File: src/tpfmt_regs.svh
// Register offsets, fields and constants of the trace port formatter
`ifndef TPFMT_REGS_SVH
`define TPFMT_REGS_SVH
// ****************************************************
// Register byte offsets
// ****************************************************
`define TPFMT_OFS_FLUSH_CONTROL 12'h000
`define TPFMT_OFS_FLUSH_STATUS 12'h004
`define TPFMT_OFS_SYNC_COUNTER 12'h008
`define TPFMT_OFS_PATTERN_MODE 12'h00c
`define TPFMT_OFS_PATTERN_COUNT 12'h010
`define TPFMT_OFS_IRQ_STATUS 12'h014
`define TPFMT_OFS_IRQ_MASK 12'h018
`define TPFMT_OFS_IDENT 12'h01c
// ****************************************************
// Fields
// ****************************************************
`define TPFMT_FC_FORMATTER_ENABLE 0
`define TPFMT_FC_CONTINUOUS 1
`define TPFMT_FC_MANUAL_FLUSH 6
`define TPFMT_FC_STOP_ON_FLUSH 12
`define TPFMT_FS_STOPPED 1
`define TPFMT_PM_PATTERN_ENABLE 0
`define TPFMT_PM_TIMED_ENABLE 1
`define TPFMT_IRQ_PATTERN_DONE 0
`define TPFMT_IRQ_STOPPED 1
`define TPFMT_IRQ_SYNC 2
// ****************************************************
// Values
// ****************************************************
`define TPFMT_SYNC_WORD 32'h7fffffff
`define TPFMT_PATTERN_WORD 32'haaaa5555
`define TPFMT_SYNC_DEFAULT 12'h040
`define TPFMT_IDENT_VALUE 32'h00c0ffee
`define TPFMT_FRAME_LAST 2'h3
`define TPFMT_RESP_OKAY 2'h0
`define TPFMT_RESP_SLVERR 2'h2
`endif

File: src/tpfmt_pkg.sv
// Types of the trace port formatter
`default_nettype none
package tpfmt_pkg;
  typedef enum logic [3:0] {
    TPFMT_IDLE = 4'h1,
    TPFMT_PATTERN = 4'h2,
    TPFMT_SYNC = 4'h4,
    TPFMT_FORMAT = 4'h8
  } tpfmt_state_e;
endpackage : tpfmt_pkg
`default_nettype wire

File: src/tpfmt_unit.sv
// Trace port formatter with pattern generator and AXI4-Lite registers
//
// Register access over AXI4-Lite and the register addresses were chosen for this implementation.
`timescale 1ns/1ps
`default_nettype none
`include "tpfmt_regs.svh"
module tpfmt_unit (
  input wire logic clock,
  input wire logic reset_n,
  input wire logic [11:0] s_axi_awaddr,
  input wire logic s_axi_awvalid,
  output logic s_axi_awready,
  input wire logic [31:0] s_axi_wdata,
  input wire logic [3:0] s_axi_wstrb,
  input wire logic s_axi_wvalid,
  output logic s_axi_wready,
  output logic [1:0] s_axi_bresp,
  output logic s_axi_bvalid,
  input wire logic s_axi_bready,
  input wire logic [11:0] s_axi_araddr,
  input wire logic s_axi_arvalid,
  output logic s_axi_arready,
  output logic [31:0] s_axi_rdata,
  output logic [1:0] s_axi_rresp,
  output logic s_axi_rvalid,
  input wire logic s_axi_rready,
  input wire logic [31:0] trace_data,
  input wire logic trace_valid,
  output logic trace_ready,
  output logic [31:0] port_data,
  output logic port_valid,
  output logic port_sync,
  output logic irq
);
  typedef struct packed {
    logic aw_held;
    logic [11:0] aw_addr;
    logic w_held;
    logic [31:0] w_data;
    logic [3:0] w_strb;
    logic bvalid;
    logic [1:0] bresp;
    logic rvalid;
    logic [31:0] rdata;
    logic [1:0] rresp;
    logic fmt_enable;
    logic continuous;
    logic stop_on_flush;
    logic manual_flush;
    logic stopped;
    logic pattern_enable;
    logic timed_enable;
    logic [11:0] sync_period;
    logic [15:0] pattern_count;
    logic [15:0] pattern_left;
    logic [11:0] frame_count;
    logic [1:0] word_in_frame;
    logic [2:0] irq_status;
    logic [2:0] irq_mask;
    tpfmt_pkg::tpfmt_state_e state;
    logic [31:0] port_data;
    logic port_valid;
    logic port_sync;
    logic trace_ready;
    logic irq;
  } tpfmt_state_s;

  tpfmt_state_s st;
  tpfmt_state_s next_st;
  logic wr_fire;
  logic rd_fire;
  logic [2:0] events;

  // ****************************************************
  // Next state
  // ****************************************************
  always_comb begin
    next_st = st;
    events = 3'h0;
    wr_fire = st.aw_held && st.w_held && !st.bvalid;
    rd_fire = s_axi_arvalid && !st.rvalid;
    // Address and data accepted in either order
    if (s_axi_awvalid && !st.aw_held) begin
      next_st.aw_held = 1'b1;
      next_st.aw_addr = s_axi_awaddr;
    end
    if (s_axi_wvalid && !st.w_held) begin
      next_st.w_held = 1'b1;
      next_st.w_data = s_axi_wdata;
      next_st.w_strb = s_axi_wstrb;
    end
    if (st.bvalid && s_axi_bready) begin
      next_st.bvalid = 1'b0;
    end
    if (st.rvalid && s_axi_rready) begin
      next_st.rvalid = 1'b0;
    end
    if (wr_fire) begin
      next_st.aw_held = 1'b0;
      next_st.w_held = 1'b0;
      next_st.bvalid = 1'b1;
      next_st.bresp = `TPFMT_RESP_OKAY;
      // Byte lane 0 carries the enable, continuous and manual flush bits; stop-on-flush sits in byte lane 1
      if (st.aw_addr == `TPFMT_OFS_FLUSH_CONTROL) begin
        if (st.w_strb[0]) begin
          next_st.fmt_enable = st.w_data[`TPFMT_FC_FORMATTER_ENABLE];
          next_st.continuous = st.w_data[`TPFMT_FC_CONTINUOUS];
          next_st.manual_flush = st.w_data[`TPFMT_FC_MANUAL_FLUSH];
        end
        if (st.w_strb[1]) begin
          next_st.stop_on_flush = st.w_data[`TPFMT_FC_STOP_ON_FLUSH];
        end
        if (st.w_strb[0] && st.w_data[`TPFMT_FC_FORMATTER_ENABLE] && st.stopped) begin
          next_st.stopped = 1'b0;
          next_st.state = tpfmt_pkg::TPFMT_SYNC;
        end
      end else if (st.aw_addr == `TPFMT_OFS_SYNC_COUNTER) begin
        next_st.sync_period = st.w_data[11:0];
      end else if (st.aw_addr == `TPFMT_OFS_PATTERN_MODE) begin
        next_st.pattern_enable = st.w_data[`TPFMT_PM_PATTERN_ENABLE];
        next_st.timed_enable = st.w_data[`TPFMT_PM_TIMED_ENABLE];
        if (st.w_data[`TPFMT_PM_PATTERN_ENABLE]) begin
          next_st.pattern_left = st.pattern_count;
          next_st.state = tpfmt_pkg::TPFMT_PATTERN;
        end
      end else if (st.aw_addr == `TPFMT_OFS_PATTERN_COUNT) begin
        next_st.pattern_count = st.w_data[15:0];
      end else if (st.aw_addr == `TPFMT_OFS_IRQ_STATUS) begin
        next_st.irq_status = st.irq_status & ~st.w_data[2:0];
      end else if (st.aw_addr == `TPFMT_OFS_IRQ_MASK) begin
        next_st.irq_mask = st.w_data[2:0];
      end else if (st.aw_addr != `TPFMT_OFS_FLUSH_STATUS && st.aw_addr != `TPFMT_OFS_IDENT) begin
        next_st.bresp = `TPFMT_RESP_SLVERR;
      end
    end
    if (rd_fire) begin
      next_st.rvalid = 1'b1;
      next_st.rresp = `TPFMT_RESP_OKAY;
      next_st.rdata = 32'h0;
      if (s_axi_araddr == `TPFMT_OFS_FLUSH_CONTROL) begin
        next_st.rdata[`TPFMT_FC_FORMATTER_ENABLE] = st.fmt_enable;
        next_st.rdata[`TPFMT_FC_CONTINUOUS] = st.continuous;
        next_st.rdata[`TPFMT_FC_MANUAL_FLUSH] = st.manual_flush;
        next_st.rdata[`TPFMT_FC_STOP_ON_FLUSH] = st.stop_on_flush;
      end else if (s_axi_araddr == `TPFMT_OFS_FLUSH_STATUS) begin
        next_st.rdata[`TPFMT_FS_STOPPED] = st.stopped;
      end else if (s_axi_araddr == `TPFMT_OFS_SYNC_COUNTER) begin
        next_st.rdata[11:0] = st.sync_period;
      end else if (s_axi_araddr == `TPFMT_OFS_PATTERN_MODE) begin
        next_st.rdata[`TPFMT_PM_PATTERN_ENABLE] = st.pattern_enable;
        next_st.rdata[`TPFMT_PM_TIMED_ENABLE] = st.timed_enable;
      end else if (s_axi_araddr == `TPFMT_OFS_PATTERN_COUNT) begin
        next_st.rdata[15:0] = st.pattern_count;
      end else if (s_axi_araddr == `TPFMT_OFS_IRQ_STATUS) begin
        next_st.rdata[2:0] = st.irq_status;
      end else if (s_axi_araddr == `TPFMT_OFS_IRQ_MASK) begin
        next_st.rdata[2:0] = st.irq_mask;
      end else if (s_axi_araddr == `TPFMT_OFS_IDENT) begin
        // Arbitrary identity value
        next_st.rdata = `TPFMT_IDENT_VALUE;
      end else begin
        next_st.rresp = `TPFMT_RESP_SLVERR;
      end
    end

    // ****************************************************
    // Trace stream
    // ****************************************************
    next_st.port_valid = 1'b0;
    next_st.port_sync = 1'b0;
    next_st.trace_ready = 1'b0;
    case (st.state)
      tpfmt_pkg::TPFMT_IDLE: begin
        if (st.fmt_enable && !st.stopped) begin
          next_st.state = tpfmt_pkg::TPFMT_SYNC;
        end
      end
      tpfmt_pkg::TPFMT_PATTERN: begin
        next_st.trace_ready = 1'b1;
        next_st.port_valid = 1'b1;
        next_st.port_data = `TPFMT_PATTERN_WORD;
        if (!st.pattern_enable) begin
          next_st.state = tpfmt_pkg::TPFMT_IDLE;
        end else if (st.timed_enable) begin
          if (st.pattern_left == 16'h0) begin
            next_st.pattern_enable = 1'b0;
            events[`TPFMT_IRQ_PATTERN_DONE] = 1'b1;
            next_st.state = st.fmt_enable ? tpfmt_pkg::TPFMT_SYNC : tpfmt_pkg::TPFMT_IDLE;
          end else begin
            next_st.pattern_left = st.pattern_left - 16'h1;
          end
        end
      end
      tpfmt_pkg::TPFMT_SYNC: begin
        next_st.port_valid = 1'b1;
        next_st.port_sync = 1'b1;
        next_st.port_data = `TPFMT_SYNC_WORD;
        next_st.frame_count = 12'h0;
        next_st.word_in_frame = 2'h0;
        events[`TPFMT_IRQ_SYNC] = 1'b1;
        next_st.state = tpfmt_pkg::TPFMT_FORMAT;
      end
      tpfmt_pkg::TPFMT_FORMAT: begin
        // normal mode passes only valid words; continuous pads idle cycles
        next_st.trace_ready = 1'b1;
        if (trace_valid && st.trace_ready) begin
          next_st.port_valid = 1'b1;
          next_st.port_data = trace_data;
        end else if (st.continuous) begin
          next_st.port_valid = 1'b1;
          next_st.port_data = 32'h0;
        end
        if (next_st.port_valid) begin
          next_st.word_in_frame = st.word_in_frame + 2'h1;
          if (st.word_in_frame == `TPFMT_FRAME_LAST) begin
            next_st.frame_count = st.frame_count + 12'h1;
            if (st.frame_count + 12'h1 >= st.sync_period && st.sync_period != 12'h0) begin
              next_st.state = tpfmt_pkg::TPFMT_SYNC;
            end
          end
        end
        if (st.manual_flush && st.stop_on_flush) begin
          next_st.trace_ready = 1'b0;
          next_st.manual_flush = 1'b0;
          next_st.fmt_enable = 1'b0;
          next_st.stopped = 1'b1;
          events[`TPFMT_IRQ_STOPPED] = 1'b1;
          next_st.state = tpfmt_pkg::TPFMT_IDLE;
        end else if (!st.fmt_enable) begin
          next_st.state = tpfmt_pkg::TPFMT_IDLE;
        end
      end
      default: begin
        next_st.state = tpfmt_pkg::TPFMT_IDLE;
      end
    endcase
    if (st.state != tpfmt_pkg::TPFMT_FORMAT && st.manual_flush && st.stop_on_flush) begin
      next_st.manual_flush = 1'b0;
      next_st.fmt_enable = 1'b0;
      next_st.stopped = 1'b1;
      events[`TPFMT_IRQ_STOPPED] = 1'b1;
    end
    // Ready only in the format and pattern states; words taken in the pattern state are discarded
    if (next_st.state != tpfmt_pkg::TPFMT_FORMAT && next_st.state != tpfmt_pkg::TPFMT_PATTERN) begin
      next_st.trace_ready = 1'b0;
    end
    // Set wins over a same-cycle clear
    next_st.irq_status = next_st.irq_status | events;
    next_st.irq = |(next_st.irq_status & st.irq_mask);
  end

  // ****************************************************
  // State register
  // ****************************************************
  always_ff @(posedge clock) begin
    if (!reset_n) begin
      st <= '0;
      st.sync_period <= `TPFMT_SYNC_DEFAULT;
      st.state <= tpfmt_pkg::TPFMT_IDLE;
    end else begin
      st <= next_st;
    end
  end

  assign s_axi_awready = !st.aw_held;
  assign s_axi_wready = !st.w_held;
  assign s_axi_bvalid = st.bvalid;
  assign s_axi_bresp = st.bresp;
  assign s_axi_arready = !st.rvalid;
  assign s_axi_rvalid = st.rvalid;
  assign s_axi_rdata = st.rdata;
  assign s_axi_rresp = st.rresp;
  assign trace_ready = st.trace_ready;
  assign port_data = st.port_data;
  assign port_valid = st.port_valid;
  assign port_sync = st.port_sync;
  assign irq = st.irq;
endmodule : tpfmt_unit
`default_nettype wire

File: config.mk
export PLATFORM = sky130hd
export DESIGN_NAME = tpfmt_unit
export DESIGN_NICKNAME = d
export VERILOG_FILES = /design/src/tpfmt_pkg.sv /design/src/tpfmt_unit.sv
export VERILOG_INCLUDE_DIRS = /design/src
export SDC_FILE = /design/constraint.sdc
export NUM_CORES = 1
export LEC_CHECK = 0
export ABC_AREA = 0
export BUFFER_PORTS_ARGS = -buffer_cell sky130_fd_sc_hd__clkbuf_2
export CAP_MARGIN = 25
export CORE_AREA = 2 2 109 164
export DETAILED_ROUTE_END_ITERATION = 6
export DIE_AREA = 0 0 111 166
export PLACE_DENSITY = 0.81
export SLEW_MARGIN = 20
export SYNTH_ARGS = -nofsm -noshare
export SYNTH_HDL_FRONTEND = slang
export SYNTH_SLANG_ARGS = --single-unit
export TNS_END_PERCENT = 50
File: constraint.sdc
create_clock -name clock -period 3.55 [get_ports clock]
set_clock_uncertainty 0.05 [all_clocks]
set_input_delay 0.71 -clock clock [delete_from_list [all_inputs] [get_ports clock]]
set_output_delay 0.71 -clock clock [all_outputs]
set_load 0.02 [all_outputs]
Yosys cells after proc, flatten, opt, wreduce, memory -nomap -nowiden
Index checks and enable logic that the tools add are counted.
{"block": "word_totals", "wordCells": 237, "out_inout_bits": 77, "inputBits": 100, "register_bits": 181}
{"block": "op_classes", "n_mux": 125, "magnitude_cmp": 1, "addsub": 3, "n_reduce_logical": 43, "n_bitwise": 10, "eq_ne": 25}
{"cell": "2-to-1 mux 32 bit", "count": 9}
{"cell": "2-to-1 mux 16 bit", "count": 15}
{"cell": "2-to-1 mux 29 bit", "count": 8}
{"cell": "2-to-1 mux 33 bit", "count": 3}
{"cell": "one-hot mux 33 bit (3 select lines)", "count": 1}
{"cell": "== test 12 x 5 -> 1 bit (second input constant)", "count": 7}
{"cell": "2-to-1 mux 30 bit", "count": 2}
{"cell": "2-to-1 mux 4 bit", "count": 14}
{"cell": "2-to-1 mux 51 bit", "count": 1}
{"cell": "== test 12 x 4 -> 1 bit (second input constant)", "count": 4}
{"cell": "2-to-1 mux 46 bit", "count": 1}
{"cell": "2-to-1 mux 2 bit", "count": 21}
{"cell": "2-to-1 mux 12 bit", "count": 3}
{"cell": "2-to-1 mux 35 bit", "count": 1}
{"cell": "one-hot mux 14 bit (2 select lines)", "count": 1}
{"cell": "zero test 12 bit", "count": 2}
{"cell": "2-to-1 mux 1 bit", "count": 24}
{"cell": "2-to-1 mux 24 bit", "count": 1}
{"cell": "2-to-1 mux 3 bit", "count": 8}
{"cell": "2-to-1 mux 10 bit", "count": 2}
{"cell": "2-to-1 mux 20 bit", "count": 1}
{"cell": "2-to-1 mux 19 bit", "count": 1}
{"cell": "2-to-1 mux 6 bit", "count": 3}
{"cell": "logical AND 1 bit", "count": 17}
{"cell": "other kinds (36)", "count": 57}

Depth between registers and ports, before layout
{"block": "depth", "depth_word": 29, "depth_mapped": 14, "ltp_nobuf": 13}

Worst setup path before layout
No wires, ideal clock.
{"block": "synth_path", "path_kind": "register to register", "from": "register st[48] (netlist bit)", "to": "register st[39] (netlist bit)", "path_buffers": 1, "setup_time_ns": 0.070, "t_arrival_ns": 2.526, "slack_ns": 0.904, "stages_incl_launch_ff": 15, "required_time_ns": 3.430, "period_less_slack_ns": 2.646, "cell_sequence": "dfxtp_1 -> and3_1 -> and3_1 -> and3_1 -> clkbuf_1 -> nand3_1 -> xnor2_1 -> ha_1 -> a21oi_1 -> nor2_1 -> a211oi_1 -> and2_1 -> a21o_1 -> nand3_1 -> a21oi_1"}
{"block": "synth_between", "elab_chain_len": 9}
{"item": "start: declaration", "line_no": "tpfmt_unit.sv:68", "rtl": "tpfmt_state_s st;"}
{"item": "start signal: assignment", "line_no": "tpfmt_unit.sv:261", "rtl": "st <= next_st;"}
{"item": "adder 12 x 1 -> 12 bit", "line_no": "tpfmt_unit.sv:217", "rtl": "if (st.frame_count + 12'h1 >= st.sync_period && st.sync_period != 12'h0) begin"}
{"item": "greater-or-equal comparator 12 bit", "line_no": "tpfmt_unit.sv:217"}
{"item": "logical AND 1 bit", "line_no": "tpfmt_unit.sv:217"}
{"item": "2-to-1 mux 4 bit", "line_no": "tpfmt_unit.sv:217"}
{"item": "2-to-1 mux 4 bit", "line_no": "tpfmt_unit.sv:215", "rtl": "if (st.word_in_frame == `TPFMT_FRAME_LAST) begin"}
{"item": "2-to-1 mux 4 bit", "line_no": "tpfmt_unit.sv:213", "rtl": "if (next_st.port_valid) begin"}
{"item": "2-to-1 mux 4 bit", "line_no": "tpfmt_unit.sv:229", "rtl": "end else if (!st.fmt_enable) begin"}
{"item": "2-to-1 mux 4 bit", "line_no": "tpfmt_unit.sv:222", "rtl": "if (st.manual_flush && st.stop_on_flush) begin"}
{"item": "one-hot mux 4 bit (4 select lines)", "line_no": "tpfmt_unit.sv:172", "rtl": "case (st.state)"}
No other way between the ends.
A chain may end at the register's enable or synchronous reset.

Worst setup path in the final report
Ends and elaborated chain as after synthesis.

==> results.toml <==
[outcome]
status = "finished, final reports clean"

[global_route]
grt_usage_pct = 21.9
grt.overflow.total = 0
grt_pass1_wl_um = 33300
grt_antenna_before_repair = 0
grt_pass1_vias = 6898
grt_max_degree = 82

[cts]
post-cts-setup-buffer-count = 0
root_buffer = "clkbuf_16"
clk_pin_slew_worst_paths_ns = 0.07
clock-sinks = 164
htree_levels = 4
clockBufferDepth = 2
cts_tree = "done"
hold_buffers = 0
post_cts_resized = 0
cts_buffers = 17
clk_latency_ns = 0.43

[placed_design]
place.gp.congestion = 0.884
post-dp-hpwl_um = 14700
place_ws_ns = 0.509
port_buffers = 142

[die]
core_mm2 = 0.0171
die_y_um = 166
ios = 177
die_w_um = 111
die_area_mm2 = 0.0184
rows = 59
start_util_pct = 49.2

[sta]
rsz0062_at_grt = "no"
worstMarginPinSlew_ns = 1.03
layout_setup_ws_ns = 0.486
hold_violations = 0
period_minus_slack_ns = 3.06
max_freq_ghz = 0.326
setup_viol = 0
fin_crit_sh_pct = 86.3
hold_ws_ns = 0.411
slew_headroom_pct = 31.1
slew_viol_final = 0
finalSetupTns_ns = 0

[synthesis]
netlist_top_cells_area = "dfxtp_1, nand2_1, buf_4, a21boi_0, nor2b_1"
synth-seq-area-share_pct = 39.2
synth_enable_flop_cells = 0
yosysWarnings = 0
yosys_register_bits = 164
ys.flop_type = "dfxtp_1"
synthCells = 1004
async_reset_ff_share_pct = 0
synth_top_area_share_pct = 39.2
netlist_area_mm2 = 0.00839
synth_largest_area_cell = "dfxtp_1"
yosysUniqueCellTypes = 71
syn_avg_cell_area_um2 = 8.35

[power_and_ir_drop]
leakagePower_nw = 3.95
cellPowerDensity_mw_per_mm2 = 427
max-vdd-ir-drop_mv = 0.257
p_total_w = 0.00399

[worst_setup_path]
crit_top_cell = "and3_1"
path_max_fanout = 5
cp.required_ns = 3.86
slowest_stage = "dfxtp_1"
cp-start-kind = "flop"
crit_type = "flop to flop"
crit_arrival_ns = 3.37
critical-path-top-delay-family = "simple AND/OR/NAND/NOR gates"
path_buf_inv = 0
max_stage_delay_ns = 0.39
cp_cell_sequence = "and3_1 -> and3_1 -> and3_1 -> nand3_1 -> xnor2_1 -> ha_1 -> a21oi_1 -> nor2_1 -> a211oi_1 -> and2_1 -> a21o_1 -> nand3_1 -> a21oi_1"
cp-end-kind = "flop"

[route]
drc = 0
wirelength_um = 20400
post_drt_via_cell_ratio = 5.60
num_vias = 7197
first_pass_iters = 6
ant_nets = 0
drt_first_iter_violations = 529
wl_per_cell_um = 15.9

[cells_and_area]
drive_gt1_share_pct = 19.3
area_growth_pct = 11.4
n_antenna_cell = 0
nets = 1176

[flow_run]
maxCapViolCount = 0

[worst_hold_path]
min_path_type = "flop to flop"
per-stage QoR:
stage          std cells  instance area, um2  utilization, %
2_1_floorplan       1019                8440               -
3_3_place_gp        1254                8740            51.3
3_5_place_dp        1254                8740            51.3
4_1_cts             1286                9340            54.8
5_1_grt             1286                9340            54.8
6_report            1286                9340            54.8
placed cells by master, fill, tap and decap left out, types with 11 or more instances in the layout:
master	n
a21boi_0	60
a21oi_1	47
a221oi_1	17
a22oi_1	15
and2_1	16
and3_1	12
clkbuf_16	17
clkbuf_2	141
conb_1	16
dfxtp_1	164
ha_1	16
inv_1	27
mux2i_1	19
nand2_1	163
nand3_1	20
nor2_1	41
nor2b_1	50
nor3_1	16
nor4_1	11
o211a_1	17
o21ai_0	53
cells by family (layout without fill, tap and decap cells):
logic type | count (synthesis) | count (layout) | synth area share [%]
muxes | 23 | 23 | 2.94
xor gates and xnor gates | 12 | 12 | 1.25
and+or+nand+nor | 384 | 384 | 23.7
adders and majority gates | 16 | 16 | 2.39
other | 1 | 16 | 0.0447
buffers and inverters | 155 | 209 | 10.3
AOI/OAI and AO/OA | 249 | 249 | 20.2
DFF | 164 | 164 | 39.2
layer usage:
| layer | wire [um] | track usage, % | vias up |
|---|---|---|---|
| li1 | - | - | 3524 |
| met1 | 7880 | 23.7 | 3396 |
| met5 | 0 | 0 | - |
| met4 | 646 | 10.3 | 0 |
| met3 | 903 | 3.61 | 50 |
| met2 | 11000 | 40.9 | 227 |
power breakdown:
part           internal (W)  switching (W)  leakage, nW
logic             0.0000901       0.000135         2.33
registers           0.00187      0.0000269         1.33
clock network       0.00106       0.000815        0.294
total               0.00301       0.000977         3.95
registers in the layout, summed over array words and instances (netlist names):
| signal | count |
|---|---|
| s_axi_bvalid | 1 |
| trace_ready | 1 |
| st | 107 |
| port_data | 32 |
| port_valid | 1 |
| s_axi_bresp | 1 |
| port_sync | 1 |
| s_axi_rresp | 1 |
| irq | 1 |
| s_axi_rvalid | 1 |
| s_axi_rdata | 17 |
final timing paths:
kind / depth (start not counted) / start / to / slack, ns
worst max-delay path: 13 / st[48] / st[39] / 0.49
worst max register to register: 13 / st[48] / st[39] / 0.49
worst min register to register: 2 / st[192] / st[192] / 0.41
worst min-delay path: 2 / st[192] / st[192] / 0.41
tightest hold or removal path, stage by stage (launching register included):
cell	delay, ns
dfxtp_1	0.31
nand2_1	0.04
a21boi_0	0.06
area by class of cell:
type                       count  area (um2)
clock buffer                  17         425
clock inverter                15         173
fill                        1505        7710
inverter                      27         101
multi-input combinational    700        4300
sequential                   164        3280
tap                          213         267
timing repair buffer         150         786
synth_stat cells, drive strengths merged (16+ instances only):
| library cell | n |
|---|---|
| dfxtp | 164 |
| nand2 | 164 |
| buf | 81 |
| a21boi | 69 |
| o21ai | 55 |
| nor2b | 51 |
| a21oi | 47 |
| clkbuf | 47 |
| nor2 | 43 |
| inv | 27 |
| nand3 | 21 |
| mux2i | 19 |
| nor3 | 18 |
| a221oi | 17 |
| o211a | 17 |
| and2 | 16 |
| ha | 16 |
(Power assumes the default switching activity.)
